## config.mk

```make
export PLATFORM = sky130hd
export DESIGN_NAME = ciu_top
export DESIGN_NICKNAME = d
export VERILOG_FILES = /design/src/ciu_pkg.sv /design/src/ciu_muldiv.sv /design/src/ciu_timer.sv /design/src/ciu_top.sv
export VERILOG_INCLUDE_DIRS = /design/src /design/src/src
export SDC_FILE = /design/constraint.sdc
export NUM_CORES = 2
export LEC_CHECK = 0
export ABC_AREA = 1
export CORE_MARGIN = 1
export CORE_UTILIZATION = 29
export CTS_BUF_LIST = sky130_fd_sc_hd__clkbuf_4
export DETAILED_ROUTE_END_ITERATION = 16
export DONT_BUFFER_PORTS = 1
export PLACE_DENSITY = 0.39
export SYNTH_ARGS = -nofsm -noshare
export SYNTH_HDL_FRONTEND = slang
export SYNTH_SLANG_ARGS = --single-unit
```

## constraint.sdc

```tcl
create_clock -name I_SYS_CLK -period 9.6 [get_ports I_SYS_CLK]
set_input_delay 0.96 -clock I_SYS_CLK [delete_from_list [all_inputs] [get_ports I_SYS_CLK]]
set_output_delay 0.96 -clock I_SYS_CLK [all_outputs]
set_load 0.02 [all_outputs]
```

## src/ciu_cfg.svh

```systemverilog
// Register map, field positions, reset values and cycle counts of the unit
`ifndef CIU_CFG_SVH
`define CIU_CFG_SVH

`define CIU_OFF_CTRL   8'h00
`define CIU_OFF_STAT   8'h04
`define CIU_OFF_ACC    8'h08
`define CIU_OFF_OPND   8'h0C
`define CIU_OFF_FLAGS  8'h10
`define CIU_OFF_ADJ    8'h14
`define CIU_OFF_CYC    8'h18

`define CIU_CTRL_OP_HI   3
`define CIU_CTRL_OP_LO   0
`define CIU_CTRL_FM_HI   5
`define CIU_CTRL_FM_LO   4
`define CIU_CTRL_START   8
`define CIU_STAT_BUSY    0
`define CIU_STAT_LOCK    1
`define CIU_OP_LAST      4'hC

`define CIU_FLAG_N  3
`define CIU_FLAG_Z  2
`define CIU_FLAG_V  1
`define CIU_FLAG_C  0

`define CIU_RST_WORD   32'h0000_0000
`define CIU_RST_FLAGS  4'h0
`define CIU_RST_ADJ    8'h00
`define CIU_RST_CYC    9'h000
`define CIU_ONE        32'h0000_0001
`define CIU_SH_BYTE    24
`define CIU_SH_WORD    16

`define CIU_CY_INCB    9'h002
`define CIU_CY_DECB    9'h003
`define CIU_CY_IDW     9'h003
`define CIU_CY_IDBW_M  9'h005
`define CIU_CY_IDL     9'h007
`define CIU_CY_IDL_M   9'h009
`define CIU_CY_CMP_A   9'h001
`define CIU_CY_CMP_R   9'h002
`define CIU_CY_CMP_M   9'h003
`define CIU_CY_COMPARE_LONG_I  9'h003
`define CIU_CY_COMPARE_LONG_R  9'h006
`define CIU_CY_COMPARE_LONG_M  9'h007
`define CIU_CY_DVB_A   {9'h003, 9'h007, 9'h00F}
`define CIU_CY_DVB_R   {9'h004, 9'h008, 9'h010}
`define CIU_CY_DVB_M   {9'h006, 9'h009, 9'h013}
`define CIU_CY_DVW_R   {9'h004, 9'h007, 9'h016}
`define CIU_CY_DVW_M   {9'h006, 9'h008, 9'h01A}
`define CIU_CY_MLB_A   {9'h003, 9'h000, 9'h007}
`define CIU_CY_MLB_R   {9'h004, 9'h000, 9'h008}
`define CIU_CY_MLB_M   {9'h005, 9'h000, 9'h009}
`define CIU_CY_MLW_A   {9'h003, 9'h000, 9'h00B}
`define CIU_CY_MLW_R   {9'h004, 9'h000, 9'h00C}
`define CIU_CY_MLW_M   {9'h005, 9'h000, 9'h00D}

`endif

```

## src/ciu_pkg.sv

```systemverilog
// Types shared by the arithmetic unit
package ciu_pkg;
  typedef enum logic [3:0] {
    OP_ADD_ONE_BYTE           = 4'h0,
    OP_SUBTRACT_ONE_BYTE      = 4'h1,
    OP_ADD_ONE_WORD           = 4'h2,
    OP_SUBTRACT_ONE_WORD      = 4'h3,
    OP_ADD_ONE_LONG           = 4'h4,
    OP_SUBTRACT_ONE_LONG      = 4'h5,
    OP_COMPARE_BYTE           = 4'h6,
    OP_COMPARE_WORD           = 4'h7,
    OP_COMPARE_LONG           = 4'h8,
    OP_UNSIGNED_QUOTIENT_BYTE = 4'h9,
    OP_UNSIGNED_QUOTIENT_WORD = 4'hA,
    OP_UNSIGNED_PRODUCT_BYTE  = 4'hB,
    OP_UNSIGNED_PRODUCT_WORD  = 4'hC
  } ciu_op_t;
  typedef enum logic [1:0] {
    FORM_ACC = 2'h0, FORM_REG = 2'h1, FORM_MEM = 2'h2, FORM_RSV = 2'h3
  } ciu_form_t;
  typedef enum logic [1:0] {
    CASE_ZERO = 2'h2, CASE_OVF = 2'h1, CASE_NORMAL = 2'h0
  } ciu_case_t;
  typedef enum logic [1:0] {
    W_BYTE = 2'h0, W_WORD = 2'h1, W_LONG = 2'h2
  } ciu_width_t;
  typedef enum logic [1:0] {
    ST_IDLE = 2'b01, ST_RUN = 2'b10
  } ciu_state_t;
endpackage

```

## src/ciu_muldiv.sv

```systemverilog
// Unsigned multiply and divide results with early-exit case detection
`timescale 1ns/1ps
module ciu_muldiv (
  // Operation
  input  ciu_pkg::ciu_op_t   i_op,
  input  ciu_pkg::ciu_form_t i_form,
  // Operands
  input  wire logic [31:0]   i_acc,
  input  wire logic [31:0]   i_opnd,
  // Results
  output logic      [31:0]   o_acc,
  output logic      [31:0]   o_opnd,
  output ciu_pkg::ciu_case_t o_case
);
  import ciu_pkg::*;

  logic [31:0] dvd;
  logic [31:0] dvs;
  logic [31:0] quo;
  logic [31:0] rem;
  logic        acc_form;

  always_comb begin
    acc_form = (i_form == FORM_ACC);
    o_acc    = i_acc;
    o_opnd   = i_opnd;
    o_case   = CASE_NORMAL;
    dvd      = 32'h0000_0000;
    dvs      = 32'h0000_0000;
    case (i_op)
      OP_UNSIGNED_PRODUCT_BYTE: begin
        dvd = {24'h00_0000, acc_form ? i_acc[23:16] : i_opnd[7:0]};
        if (dvd == 32'h0000_0000) o_case = CASE_ZERO;
        o_acc[15:0] = dvd[15:0] * {8'h00, i_acc[7:0]};
      end
      OP_UNSIGNED_PRODUCT_WORD: begin
        dvd = {16'h0000, acc_form ? i_acc[31:16] : i_opnd[15:0]};
        if (dvd == 32'h0000_0000) o_case = CASE_ZERO;
        o_acc = dvd * {16'h0000, i_acc[15:0]};
      end
      OP_UNSIGNED_QUOTIENT_BYTE: begin
        dvd = {16'h0000, acc_form ? i_acc[31:16] : i_acc[15:0]};
        dvs = {24'h00_0000, acc_form ? i_acc[7:0] : i_opnd[7:0]};
      end
      OP_UNSIGNED_QUOTIENT_WORD: begin
        dvd = i_acc;
        dvs = {16'h0000, i_opnd[15:0]};
      end
      default: begin
        dvd = 32'h0000_0000;
      end
    endcase
    quo = (dvs == 32'h0000_0000) ? 32'h0000_0000 : dvd / dvs;
    rem = (dvs == 32'h0000_0000) ? 32'h0000_0000 : dvd % dvs;
    if (i_op == OP_UNSIGNED_QUOTIENT_BYTE) begin
      if (dvs == 32'h0000_0000 || quo[31:8] != 24'h00_0000) begin
        o_case = CASE_OVF;
      end else begin
        if (quo == 32'h0000_0000) o_case = CASE_ZERO;
        o_acc[7:0] = quo[7:0];
        if (acc_form) o_acc[23:16] = rem[7:0];
        else o_opnd[7:0] = rem[7:0];
      end
    end
    if (i_op == OP_UNSIGNED_QUOTIENT_WORD) begin
      if (dvs == 32'h0000_0000 || quo[31:16] != 16'h0000) begin
        o_case = CASE_OVF;
      end else begin
        if (quo == 32'h0000_0000) o_case = CASE_ZERO;
        o_acc[15:0]  = quo[15:0];
        o_opnd[15:0] = rem[15:0];
      end
    end
  end
endmodule

```

## src/ciu_timer.sv

```systemverilog
// Down counter that marks the last cycle of an operation
`timescale 1ns/1ps
module ciu_timer (
  // Clock and reset
  input  wire logic       i_clk,
  input  wire logic       i_rst_n,
  // Load
  input  wire logic       i_load,
  input  wire logic [8:0] i_count,
  // Status
  output logic            o_last
);
  logic [8:0] cnt;

  always_ff @(posedge i_clk or negedge i_rst_n) begin
    if (!i_rst_n) begin
      cnt <= 9'h000;
    end else if (i_load) begin
      cnt <= i_count;
    end else if (cnt != 9'h000) begin
      cnt <= cnt - 9'h001;
    end
  end

  assign o_last = (cnt == 9'h001);
endmodule

```

## src/ciu_top.sv

```systemverilog
// Increment, compare, multiply and divide unit with APB register access
//
// What this block does
// - Increment and decrement set N, Z, V from the result; carry kept.
// - Byte add-one writes operand plus one back, taking 2 cycles, or 5 plus correction in memory form.
// - Word add-one writes 16-bit operand plus one back in 3 cycles, or 5 plus correction in memory form.
// - Long add-one adds one to 32-bit operand in place, 7 cycles, or 9 plus correction in memory form.
// - Long subtract-one: 7 cycles register form, 9 plus correction memory.
// - Compares subtract second from first, set N Z V C, change no register.
// - Byte product of upper by lower accumulator byte in accumulator form, else operand low byte by lower byte; flags unchanged.
// - Word product of upper by lower accumulator word in accumulator form, else operand low word by lower word; flags unchanged.
// - Byte quotient to low byte, remainder to high byte in accumulator form, else to operand low byte; only V, C.
// - Word quotient into accumulator, word remainder into register operand.
// - Accumulator byte divide takes 3 zero, 7 overflow, 15 otherwise.
// - Register byte divide takes 4 zero, 8 overflow, 16 otherwise.
// - Memory byte divide takes 6, 9 or 19 plus correction.
// - Word divide 4, 7, 22 register; 6, 8, 26 plus correction memory.
// - Accumulator byte multiply takes 3 if upper byte zero, else 7.
// - Register byte multiply 4 or 8; memory form 5 or 9 plus correction.
// - Accumulator word multiply takes 3 if upper word zero, else 11.
// - Register word multiply 4 or 12; memory form 5 or 13 plus correction.
`timescale 1ns/1ps
`include "ciu_cfg.svh"
module ciu_top (
  // Clock and reset
  input  wire logic        I_SYS_CLK,
  input  wire logic        I_RSTN,
  // APB slave
  input  wire logic        I_PSEL,
  input  wire logic        I_PENABLE,
  input  wire logic        I_PWRITE,
  input  wire logic [7:0]  I_PADDR,
  input  wire logic [31:0] I_PWDATA,
  output logic      [31:0] O_PRDATA,
  output logic             O_PREADY,
  output logic             O_PSLVERR,
  // Status
  output logic             O_BUSY,
  output logic             O_BUS_LOCK,
  output logic      [3:0]  O_FLAGS
);
  import ciu_pkg::*;

  logic        rst_meta;
  logic        rst_n;
  ciu_state_t  state;
  ciu_op_t     op;
  ciu_form_t   form;
  ciu_op_t     new_op;
  ciu_form_t   new_form;
  logic [31:0] acc;
  logic [31:0] opnd;
  logic [3:0]  flags;
  logic [7:0]  adj;
  logic [8:0]  cyc;
  logic [31:0] pend_acc;
  logic [31:0] pend_opnd;
  logic [3:0]  pend_flags;
  logic [31:0] md_acc;
  logic [31:0] md_opnd;
  ciu_case_t   md_case;
  logic        access;
  logic        wr_ok;
  logic        start;
  logic        tmr_last;
  logic        busy;
  logic [31:0] next_rdata;
  logic        next_err;
  logic [31:0] next_acc;
  logic [31:0] next_opnd;
  logic [3:0]  next_flags;
  logic [8:0]  next_cyc;

  // Reset release through two flops
  always_ff @(posedge I_SYS_CLK or negedge I_RSTN) begin
    if (!I_RSTN) begin
      rst_meta <= 1'b0;
      rst_n    <= 1'b0;
    end else begin
      rst_meta <= 1'b1;
      rst_n    <= rst_meta;
    end
  end

  function automatic logic [5:0] shift_of(ciu_width_t w);
    case (w)
      W_BYTE:  shift_of = 6'(`CIU_SH_BYTE);
      W_WORD:  shift_of = 6'(`CIU_SH_WORD);
      default: shift_of = 6'h00;
    endcase
  endfunction

  // Puts the operand's top bit at bit 31 so one adder serves all widths
  function automatic logic [31:0] align(ciu_width_t w, logic [31:0] x);
    align = x << shift_of(w);
  endfunction

  function automatic ciu_width_t width_of(ciu_op_t o);
    case (o)
      OP_ADD_ONE_BYTE, OP_SUBTRACT_ONE_BYTE, OP_COMPARE_BYTE:
        width_of = W_BYTE;
      OP_ADD_ONE_WORD, OP_SUBTRACT_ONE_WORD, OP_COMPARE_WORD:
        width_of = W_WORD;
      default: width_of = W_LONG;
    endcase
  endfunction

  // Add or subtract one at the operand width, upper bits kept
  function automatic logic [35:0] step_fn(ciu_op_t o, logic [31:0] v,
                                          logic [3:0] f);
    ciu_width_t  w;
    logic        inc;
    logic [31:0] as;
    logic [31:0] rs;
    logic [31:0] keep;
    logic [3:0]  nf;
    w    = width_of(o);
    inc  = (o == OP_ADD_ONE_BYTE) || (o == OP_ADD_ONE_WORD) ||
           (o == OP_ADD_ONE_LONG);
    as   = align(w, v);
    rs   = inc ? as + align(w, `CIU_ONE) : as - align(w, `CIU_ONE);
    keep = ~(32'hFFFF_FFFF >> shift_of(w));
    nf   = f;
    nf[`CIU_FLAG_N] = rs[31];
    nf[`CIU_FLAG_Z] = (rs == 32'h0000_0000);
    nf[`CIU_FLAG_V] = inc ? (!as[31] && rs[31]) : (as[31] && !rs[31]);
    step_fn = {nf, (v & keep) | (rs >> shift_of(w))};
  endfunction

  // Flags of a minus b at the given width
  function automatic logic [3:0] cmp_fn(ciu_width_t w, logic [31:0] a,
                                        logic [31:0] b);
    logic [31:0] as;
    logic [31:0] bs;
    logic [32:0] d;
    logic [3:0]  nf;
    as = align(w, a);
    bs = align(w, b);
    d  = {1'b0, as} - {1'b0, bs};
    nf[`CIU_FLAG_N] = d[31];
    nf[`CIU_FLAG_Z] = (d[31:0] == 32'h0000_0000);
    nf[`CIU_FLAG_V] = (as[31] ^ bs[31]) & (as[31] ^ d[31]);
    nf[`CIU_FLAG_C] = d[32];
    cmp_fn = nf;
  endfunction

  // Chooses among zero, overflow and normal counts packed high to low
  function automatic logic [8:0] pick(ciu_case_t c, logic [26:0] t);
    case (c)
      CASE_ZERO: pick = t[26:18];
      CASE_OVF:  pick = t[17:9];
      default:   pick = t[8:0];
    endcase
  endfunction

  // Cycle count of an operation; memory forms add the addressing correction
  function automatic logic [8:0] cyc_fn(ciu_op_t o, ciu_form_t fm,
                                        ciu_case_t c, logic [7:0] a);
    logic       mem;
    logic       af;
    logic [8:0] base;
    mem = (fm == FORM_MEM);
    af  = (fm == FORM_ACC);
    case (o)
      OP_ADD_ONE_BYTE:
        base = mem ? `CIU_CY_IDBW_M : `CIU_CY_INCB;
      OP_SUBTRACT_ONE_BYTE:
        base = mem ? `CIU_CY_IDBW_M : `CIU_CY_DECB;
      OP_ADD_ONE_WORD, OP_SUBTRACT_ONE_WORD:
        base = mem ? `CIU_CY_IDBW_M : `CIU_CY_IDW;
      OP_ADD_ONE_LONG, OP_SUBTRACT_ONE_LONG:
        base = mem ? `CIU_CY_IDL_M : `CIU_CY_IDL;
      OP_COMPARE_BYTE, OP_COMPARE_WORD:
        base = mem ? `CIU_CY_CMP_M : (af ? `CIU_CY_CMP_A : `CIU_CY_CMP_R);
      OP_COMPARE_LONG:
        base = mem ? `CIU_CY_COMPARE_LONG_M : (af ? `CIU_CY_COMPARE_LONG_I : `CIU_CY_COMPARE_LONG_R);
      OP_UNSIGNED_QUOTIENT_BYTE:
        base = pick(c, mem ? `CIU_CY_DVB_M :
                       (af ? `CIU_CY_DVB_A : `CIU_CY_DVB_R));
      OP_UNSIGNED_QUOTIENT_WORD:
        base = pick(c, mem ? `CIU_CY_DVW_M : `CIU_CY_DVW_R);
      OP_UNSIGNED_PRODUCT_BYTE:
        base = pick(c, mem ? `CIU_CY_MLB_M :
                       (af ? `CIU_CY_MLB_A : `CIU_CY_MLB_R));
      default:
        base = pick(c, mem ? `CIU_CY_MLW_M :
                       (af ? `CIU_CY_MLW_A : `CIU_CY_MLW_R));
    endcase
    cyc_fn = mem ? base + {1'b0, a} : base;
  endfunction

  assign new_op   = ciu_op_t'(I_PWDATA[`CIU_CTRL_OP_HI:`CIU_CTRL_OP_LO]);
  assign new_form = ciu_form_t'(I_PWDATA[`CIU_CTRL_FM_HI:`CIU_CTRL_FM_LO]);
  assign busy     = (state == ST_RUN);
  assign access   = I_PSEL && I_PENABLE;
  // A write lands only at the edge that completes the access without error
  assign wr_ok    = access && O_PREADY && I_PWRITE && !O_PSLVERR;
  assign start    = wr_ok && (I_PADDR == `CIU_OFF_CTRL) &&
                    I_PWDATA[`CIU_CTRL_START];

  ciu_muldiv u_muldiv (
    .i_op   (new_op),
    .i_form (new_form),
    .i_acc  (acc),
    .i_opnd (opnd),
    .o_acc  (md_acc),
    .o_opnd (md_opnd),
    .o_case (md_case)
  );

  // Result, flags and duration of the operation being started
  always_comb begin
    next_acc   = acc;
    next_opnd  = opnd;
    next_flags = flags;
    next_cyc   = cyc_fn(new_op, new_form, md_case, adj);
    case (new_op)
      OP_ADD_ONE_BYTE, OP_SUBTRACT_ONE_BYTE, OP_ADD_ONE_WORD,
      OP_SUBTRACT_ONE_WORD, OP_ADD_ONE_LONG, OP_SUBTRACT_ONE_LONG:
        {next_flags, next_opnd} = step_fn(new_op, opnd, flags);
      OP_COMPARE_BYTE, OP_COMPARE_WORD: begin
        if (new_form == FORM_ACC) begin
          next_flags = cmp_fn(width_of(new_op), acc >> `CIU_SH_WORD,
                              acc & 32'h0000_FFFF);
        end else begin
          next_flags = cmp_fn(width_of(new_op), acc, opnd);
        end
      end
      OP_COMPARE_LONG:
        next_flags = cmp_fn(W_LONG, acc, opnd);
      OP_UNSIGNED_QUOTIENT_BYTE, OP_UNSIGNED_QUOTIENT_WORD: begin
        next_acc  = md_acc;
        next_opnd = md_opnd;
        next_flags[`CIU_FLAG_V] = (md_case == CASE_OVF);
        next_flags[`CIU_FLAG_C] = (md_case == CASE_OVF);
      end
      default: next_acc = md_acc;
    endcase
  end

  ciu_timer u_timer (
    .i_clk   (I_SYS_CLK),
    .i_rst_n (rst_n),
    .i_load  (start),
    .i_count (next_cyc),
    .o_last  (tmr_last)
  );

  // Operation sequencing
  always_ff @(posedge I_SYS_CLK or negedge rst_n) begin
    if (!rst_n) begin
      state <= ST_IDLE;
    end else begin
      case (state)
        ST_IDLE: if (start) state <= ST_RUN;
        ST_RUN:  if (tmr_last) state <= ST_IDLE;
        default: state <= ST_IDLE;
      endcase
    end
  end

  // Latched operation and pending results
  always_ff @(posedge I_SYS_CLK or negedge rst_n) begin
    if (!rst_n) begin
      op         <= OP_ADD_ONE_BYTE;
      form       <= FORM_ACC;
      cyc        <= `CIU_RST_CYC;
      pend_acc   <= `CIU_RST_WORD;
      pend_opnd  <= `CIU_RST_WORD;
      pend_flags <= `CIU_RST_FLAGS;
    end else if (start) begin
      op         <= new_op;
      form       <= new_form;
      cyc        <= next_cyc;
      pend_acc   <= next_acc;
      pend_opnd  <= next_opnd;
      pend_flags <= next_flags;
    end
  end

  // Accumulator, operand and flags: software writes or operation results
  always_ff @(posedge I_SYS_CLK or negedge rst_n) begin
    if (!rst_n) begin
      acc   <= `CIU_RST_WORD;
      opnd  <= `CIU_RST_WORD;
      flags <= `CIU_RST_FLAGS;
    end else if (busy && tmr_last) begin
      acc   <= pend_acc;
      opnd  <= pend_opnd;
      flags <= pend_flags;
    end else if (wr_ok) begin
      if (I_PADDR == `CIU_OFF_ACC)   acc   <= I_PWDATA;
      if (I_PADDR == `CIU_OFF_OPND)  opnd  <= I_PWDATA;
      if (I_PADDR == `CIU_OFF_FLAGS) flags <= I_PWDATA[3:0];
    end
  end

  // Addressing correction added to memory forms
  always_ff @(posedge I_SYS_CLK or negedge rst_n) begin
    if (!rst_n) begin
      adj <= `CIU_RST_ADJ;
    end else if (wr_ok && I_PADDR == `CIU_OFF_ADJ) begin
      adj <= I_PWDATA[7:0];
    end
  end

  // Memory-form step holds the bus from read to write back
  always_ff @(posedge I_SYS_CLK or negedge rst_n) begin
    if (!rst_n) begin
      O_BUS_LOCK <= 1'b0;
    end else if (start) begin
      O_BUS_LOCK <= (new_form == FORM_MEM) &&
                    (width_of(new_op) != W_LONG ||
                     new_op == OP_ADD_ONE_LONG ||
                     new_op == OP_SUBTRACT_ONE_LONG) &&
                    (new_op < OP_COMPARE_BYTE);
    end else if (busy && tmr_last) begin
      O_BUS_LOCK <= 1'b0;
    end
  end

  // Status outputs track the state at the same edge from flops, except flags lag a software write by one edge
  always_ff @(posedge I_SYS_CLK or negedge rst_n) begin
    if (!rst_n) begin
      O_BUSY  <= 1'b0;
      O_FLAGS <= `CIU_RST_FLAGS;
    end else begin
      O_BUSY  <= start || (busy && !tmr_last);
      O_FLAGS <= (busy && tmr_last) ? pend_flags : flags;
    end
  end

  // Read data and error for the access being answered
  always_comb begin
    next_rdata = 32'h0000_0000;
    next_err   = 1'b0;
    case (I_PADDR)
      `CIU_OFF_CTRL: begin
        next_rdata[`CIU_CTRL_OP_HI:`CIU_CTRL_OP_LO] = op;
        next_rdata[`CIU_CTRL_FM_HI:`CIU_CTRL_FM_LO] = form;
        next_err = I_PWRITE && (busy || (I_PWDATA[`CIU_CTRL_START] &&
                   (new_op > `CIU_OP_LAST || new_form == FORM_RSV)));
      end
      `CIU_OFF_STAT: begin
        next_rdata[`CIU_STAT_BUSY] = busy;
        next_rdata[`CIU_STAT_LOCK] = O_BUS_LOCK;
        next_err = I_PWRITE;
      end
      `CIU_OFF_ACC: begin
        next_rdata = acc;
        next_err   = I_PWRITE && busy;
      end
      `CIU_OFF_OPND: begin
        next_rdata = opnd;
        next_err   = I_PWRITE && busy;
      end
      `CIU_OFF_FLAGS: begin
        next_rdata[3:0] = flags;
        next_err        = I_PWRITE && busy;
      end
      `CIU_OFF_ADJ: begin
        next_rdata[7:0] = adj;
        next_err        = I_PWRITE && busy;
      end
      `CIU_OFF_CYC: begin
        next_rdata[8:0] = cyc;
        next_err        = I_PWRITE;
      end
      default: next_err = 1'b1;
    endcase
  end

  // One wait state: answer in the second access cycle
  always_ff @(posedge I_SYS_CLK or negedge rst_n) begin
    if (!rst_n) begin
      O_PREADY  <= 1'b0;
      O_PRDATA  <= `CIU_RST_WORD;
      O_PSLVERR <= 1'b0;
    end else begin
      O_PREADY <= access && !O_PREADY;
      if (access && !O_PREADY) begin
        O_PRDATA  <= I_PWRITE ? `CIU_RST_WORD : next_rdata;
        O_PSLVERR <= next_err;
      end else begin
        O_PSLVERR <= 1'b0;
      end
    end
  end
endmodule

```

## Yosys cells after proc, flatten, opt, wreduce, memory -nomap -nowiden

Index checks and enable logic that the tools add are counted.
Widths: inputs -> output; s select.

- Input bits: 45
- Flip-flop bits (word level): 212
- Logic and storage cells: 254

- Bitwise operators: 12
- Equal/unequal tests: 31
- Muxes and demuxes: 100
- $add $sub $neg: 7
- $lt $le $gt $ge: 2
- Reductions and logical operators: 68
- Shift operators: 10
- Divide/modulo/power cells: 2
- Multipliers: 2

Operators by type and width:

| operator | number |
|---|---|
| $mux 32 | 10 |
| $logic_not 32->1 | 6 |
| $shl 32x6->32 | 5 |
| $mux 16 | 8 |
| $pmux 32 s4 | 1 |
| $mux 21 | 6 |
| $sub 32x32->33 | 3 |
| $mux 8 | 10 |
| $pmux 9 s2 | 4 |
| $pmux 9 s8 | 1 |
| $pmux 16 s2 | 2 |
| $pmux 32 s2 | 1 |
| $shl 16x6->32 | 2 |
| $pmux 23 s2 | 1 |
| $mux 2 | 18 |
| $mux 6 | 6 |
| $add 32x32->32 | 1 |
| $and 32x32->32 | 1 |
| $div 32x32->32 | 1 |
| $mod 32x32->32 | 1 |
| $mul 16x16->32 | 1 |
| $not 32->32 | 1 |
| $or 32x32->32 | 1 |
| $shl 1x6->32 const A | 1 |
| other kinds (51) | 142 |

## Logic depth before layout (Yosys ltp)

- Depth after elaboration: 18
- Mapped depth: 676
- Mapped depth without buffers: 627

## Cells and area by module

A second synthesis with hierarchy kept.

- Cell total of the unflattened synthesis: 8,910
- Area, all modules: 55,968.7 um2

Modules (own cells, without submodules):

| module | cells an instance | instances | seq. area each (um2) | area an instance (um2) |
|---|---|---|---|---|
| ciu_muldiv | 5,500 | 1 | 0.0 | 34,996.1 |
| ciu_top | 3,326 | 1 | 5,081.1 | 20,352.0 |
| ciu_timer | 84 | 1 | 225.2 | 620.6 |

## Least setup slack after synthesis

OpenSTA, ideal clock, no wires.

- Path type: in2reg
- Start: in I_PWDATA[5]
- End: reg cyc[7]
- Setup slack: -77,210 ps
- Data arrival time: 86,680 ps
- Path buffers: 52
- Data required time: 9,470 ps
- Setup time: 130 ps
- Cell stages on the path: 654
- Cells stage by stage: inv_2 > nand2_2 > buf_2 > buf_1 > clkbuf_1 > buf_1 > buf_6 > nor2_1 > o32ai_1 > inv_1 > ha_1 > nor2_1 > nor2_1 > nand3_2 > nand2_1 > nand2_1 > ha_1 > o21ai_0 > (+618 left out) > ha_1 > inv_1 > nor2_1 > inv_1 > nand2_1 > nor2_1 > a2111oi_0 > o211ai_1 > ha_1 > a21oi_1 > nand2_1 > a21oi_1 > nor2_1 > o21ai_0 > nor2_1 > xor2_1 > nand2_1 > o21ai_0

- Word-level cells in the longest chain between the ends: 17

Ends and longest elaborated chain:

| element | RTL line | source |
|---|---|---|
| start: declaration | ciu_top.sv:33 | `input wire logic [31:0] I_PWDATA,` |
| $logic_not 2->1 | ciu_muldiv.sv:24, ciu_top.sv:163 |  |
| $mux 16 (tied with other cells) | ciu_muldiv.sv:42 | `dvd = {16'h0000, acc_form ? i_acc[31:16] : i_acc[15:0]};` |
| $pmux 32 s4 or $pmux 16 s2 (tied branches) | ciu_muldiv.sv:30 | `case (i_op)` |
| $div 32x32->32 or $logic_not 32->1 (tied branches) | ciu_muldiv.sv:53, ciu_muldiv.sv:56, ciu_muldiv.sv:66 |  |
| $mux 32 | ciu_muldiv.sv:53 | `quo = (dvs == 32'h0000_0000) ? 32'h0000_0000 : dvd / dvs;` |
| $logic_not 32->1 or $reduce_bool 24->1 (tied branches) | ciu_muldiv.sv:59, ciu_muldiv.sv:69, ciu_muldiv.sv:56 |  |
| $mux 2 or $logic_or 1x1->1 (tied branches) | ciu_muldiv.sv:59, ciu_muldiv.sv:56 |  |
| $mux 2 | ciu_muldiv.sv:56 | `if (dvs == 32'h0000_0000 \|\| quo[31:8] != 24'h00_0000) begin` |
| $mux 2 | ciu_muldiv.sv:55 | `if (i_op == OP_UNSIGNED_QUOTIENT_BYTE) begin` |
| $mux 2 | ciu_muldiv.sv:69 | `if (quo == 32'h0000_0000) o_case = CASE_ZERO;` |
| $mux 2 | ciu_muldiv.sv:66 | `if (dvs == 32'h0000_0000 \|\| quo[31:16] != 16'h0000) begin` |
| $mux 2 | ciu_muldiv.sv:65 | `if (i_op == OP_UNSIGNED_QUOTIENT_WORD) begin` |
| $eq 2x1->1 or $eq 2x2->1 (tied branches) | ciu_top.sv:149 | `case (c)` |
| $pmux 9 s2 | ciu_top.sv:149 |  |
| $pmux 9 s8 | ciu_top.sv:164 | `case (o)` |
| $add 9x8->9 | ciu_top.sv:189 | `cyc_fn = mem ? base + {1'b0, a} : base;` |
| $mux 9 (*) | ciu_top.sv:189 |  |
| end signal: assignment | ciu_top.sv:267 | `` cyc <= `CIU_RST_CYC; `` |
| end signal: assignment | ciu_top.sv:274 | `cyc <= next_cyc;` |
| end: declaration | ciu_top.sv:55 | `logic [8:0] cyc;` |

Every way passes the cells marked *; elsewhere a longest branch is shown, timed or not.
A chain may end at the register's enable or synchronous reset.

## Worst setup path after layout

- Start: reg acc[0]
- End: reg u_timer.cnt[7]

- Word-level cells in the longest chain between the ends: 17

Ends and longest elaborated chain:

| element | RTL line | source |
|---|---|---|
| start: declaration | ciu_top.sv:51 | `logic [31:0] acc;` |
| start signal: assignment | ciu_top.sv:284 | `` acc <= `CIU_RST_WORD; `` |
| start signal: assignment | ciu_top.sv:288 | `acc <= pend_acc;` |
| $mux 16 or $mux 8 (tied branches) | ciu_muldiv.sv:42, ciu_muldiv.sv:43 |  |
| $pmux 32 s4 or $pmux 16 s2 (tied branches) | ciu_muldiv.sv:30 |  |
| $div 32x32->32 or $logic_not 32->1 (tied branches) | ciu_muldiv.sv:53, ciu_muldiv.sv:56, ciu_muldiv.sv:66 |  |
| $mux 32 | ciu_muldiv.sv:53 |  |
| $logic_not 32->1 or $reduce_bool 24->1 (tied branches) | ciu_muldiv.sv:59, ciu_muldiv.sv:69, ciu_muldiv.sv:56 |  |
| $mux 2 or $logic_or 1x1->1 (tied branches) | ciu_muldiv.sv:59, ciu_muldiv.sv:56 |  |
| $mux 2 | ciu_muldiv.sv:56 |  |
| $mux 2 | ciu_muldiv.sv:55 |  |
| $mux 2 | ciu_muldiv.sv:69 |  |
| $mux 2 | ciu_muldiv.sv:66 |  |
| $mux 2 (*) | ciu_muldiv.sv:65 |  |
| $eq 2x1->1 or $eq 2x2->1 (tied branches) | ciu_top.sv:149 |  |
| $pmux 9 s2 | ciu_top.sv:149 |  |
| $pmux 9 s8 (*) | ciu_top.sv:164 |  |
| $add 9x8->9 | ciu_top.sv:189 |  |
| $mux 9 (*) | ciu_top.sv:189 |  |
| $mux 9 (*) | ciu_timer.sv:18 | `end else if (i_load) begin` |
| end signal: assignment | ciu_timer.sv:19 | `cnt <= i_count;` |
| end signal: assignment | ciu_timer.sv:21 | `cnt <= cnt - 9'h001;` |
| end: declaration | ciu_timer.sv:13 | `logic [8:0] cnt;` |

Marks and branches as above.

==> out/qor.csv <==
metric,value,unit
critPathMaxStageDelay,420,ps
async_flop_share,1.00,
reg2reg_slack,-61600,ps
drive_above_1_share,0.370,
placed_area,0.0698,mm2
path_class,register to register,
dp_hpwl,192,mm
end_kind,register,
worst_clock_skew,93.0,ps
path_max_fanout,10,
syn_area,0.0521,mm2
clockBufferDepth,3,
vias,61400,
grt_max_degree,73,
drt_iter0_drc,3374,
synthFlopType,dfrtp_1,
path_buf_inv,142,
maxSlewHeadroom,0.297,
gr-total-overflow,0,
clock-sinks,212,
initial_core_util,0.292,
worst_pin_slew,1050,ps
min_path_type,primary input to register,
nets,11100,
cts_made_buffers,67,
rr_startpoint,acc[0],
fin_crit,71200,ps
ant_nets,0,
cts_max_level,3,
grt_use_total,0.261,
drv_slew,0,
grt_setup_unrepaired,true,
setup_viol,60,
synth_edf_count,0,
cp.required,10350,ps
critPathLaunch,acc[0],
worstPathArrival,71940,ps
syn_avg_cell_area,6.73,um2
post_drt_wl_per_cell,19.5,um
start_kind,register,
nFillCells,18500,
path_common_cell,nand2_2,
num_rows,155,
grt_antenna_before_repair,10,
die_area,0.181,mm2
worstHoldStart,I_PWRITE,
status,finished with violations,
clk_latency,850,ps
cp_slowest_cell,dfrtp_1,
syn_nets,8695,
synth_cell_type_count,85,
layout_common_cells,"buf_4, nand2_1, inv_1",
syn_inst,7746,
critPathTopFamily,compound AO/OA/AOI/OAI gates,
coreArea,0.178,mm2
finalHoldViolations,0,
clk_pin_slew,70,ps
grt_pass1_wl,362,mm
cts_tree,done,
worst_slack,-61600,ps
finalWirelength,245,mm
first_global_vias,60000,
dp_cells,11900,
fin_crit_sh,7.42,
ys_warn_count,0,
portBuffers,0,
die_x,426,um
dr.pass1.iters,6,
seq_area_frac_synth,0.102,
pin_count,85,
design_area,0.0783,mm2
violations,negative setup slack,
via_per_inst,4.89,
synth_seq_cells,212,
place_congestion,0.996,
cts_root_buffer,clkbuf_4,
fp.dieH,426,um
syn2layout_area_growth,50.2,%
max_clock_freq,14.0,MHz
layoutNonFillerInstCount,12500,
drc,0,
final_common_cell,buf_4,
maxCapViolations,0,
[per-stage QoR]
stage | worst slack (ps) | setup TNS [ps] | util | hold WS [ps]
global placement | -63310 | -3352520 | 0.391 | 303
global route | -67040 | -3551370 | 0.439 | 235
finish | -61600 | -3258970 | 0.439 | 234
detailed placement | -65140 | -3450850 | 0.391 | 302
floorplan | -67670 | -3599240 | - | 331
CTS | -60590 | -3206560 | 0.419 | 179
[registers in the layout, summed over array words and instances (netlist names), 2 cells and up]
signal,flops
O_FLAGS,4
pend_opnd,32
acc,32
O_PRDATA,32
form,2
state,2
opnd,32
adj,8
pend_acc,32
u_timer.cnt,9
op,4
cyc,9
pend_flags,4
flags,4
[cells in the mapped netlist, drive strengths merged, types with 3 or more instances]
cell type	n	area (um2)
clkbuf	169	798
nand3	386	2450
inv	1214	4560
or2	64	400
o21bai	68	526
and2	7	45.1
xor2	286	2500
a221oi	19	166
o41ai	5	43.8
nand2	1683	6710
o311ai	8	70.1
o21a	8	60.1
buf	63	519
a31oi	21	146
o31ai	27	203
a211o	3	26.3
ha	668	8360
o221ai	45	394
nor4	24	150
a21oi	553	2880
o21ai	581	2950
a21o	39	297
a32oi	7	61.3
fa	236	4720
clkinv	32	125
xnor2	170	1490
a2111oi	4	35.0
nor2	704	3070
nand4	103	678
o211a	3	30.0
a211oi	36	270
a21boi	5	41.3
a22oi	39	298
o22ai	83	519
a22o	24	210
o211ai	46	355
nor3	57	285
nand3b	24	184
a32o	3	30.0
dfrtp	211	5280
[cells by family after synthesis]
kind of cell             Yosys count  share of synthesized area
XOR/XNOR                         456                     0.0766
other                              1                  0.0000719
AO/OA/AOI/OAI                   1635                      0.186
buffers and inverters           1480                      0.116
flip-flops                       212                      0.102
adder cells (fa/ha/maj)          904                      0.251
AND/OR/NAND/NOR                 3058                      0.269
[per-layer routing]
metal / part of all wire / track usage
met1: 0.44 / 0.340
met2: 0.47 / 0.442
met4: 0.043 / 0.0965
met3: 0.048 / 0.0267
met5: 0.00018 / 0
[path summary, 6_finish.rpt]
check                            endpoint  cells after the start
max                        u_timer.cnt[7]                    610
min                           O_PRDATA[8]                      1
max reg2reg                u_timer.cnt[7]                    610
min reg2reg                       acc[13]                      0
max in group asynchronous   pend_opnd[27]                      2
min in group asynchronous         acc[13]                      0
[area by class of cell]
cell class | count | area (um2) | share of cell area
Clock inverter | 22 | 153 | 0.00195
Inverter | 1246 | 4840 | 0.0618
Clock buffer | 92 | 691 | 0.00882
Timing Repair Buffer | 2547 | 19600 | 0.251
Timing Repair inverter | 7 | 58.8 | 0.000751
Multi-Input combinational cell | 6056 | 44700 | 0.570
Sequential cell | 212 | 5310 | 0.0678
Tap cell | 2355 | 2950 | 0.0376
Antenna cell | 6 | 15.0 | 0.000192
[worst reg2reg max path: cells and delay by family (launching register included)]
| kind | cells | cell delay (ps) |
|---|---|---|
| XOR/XNOR | 1 | 150 |
| adder cells (fa/ha/maj) | 33 | 8870 |
| flip-flops | 1 | 420 |
| AO/OA/AOI/OAI | 198 | 27940 |
| AND/OR/NAND/NOR | 236 | 20330 |
| buffers and inverters | 142 | 13640 |
[what timing repair did]
action	in CTS	in global routing
gates cloned	10	3
endpoints found under the setup margin	60	63
hold buffers	1	0
endpoints found under the hold margin	2	0
gates resized for setup	291	532
setup buffers	400	145
pin swaps	313	512
Power is left out: the tool's default activity adds up to more than one toggle a clock period on the data nets, which glitch-free logic cannot reach.
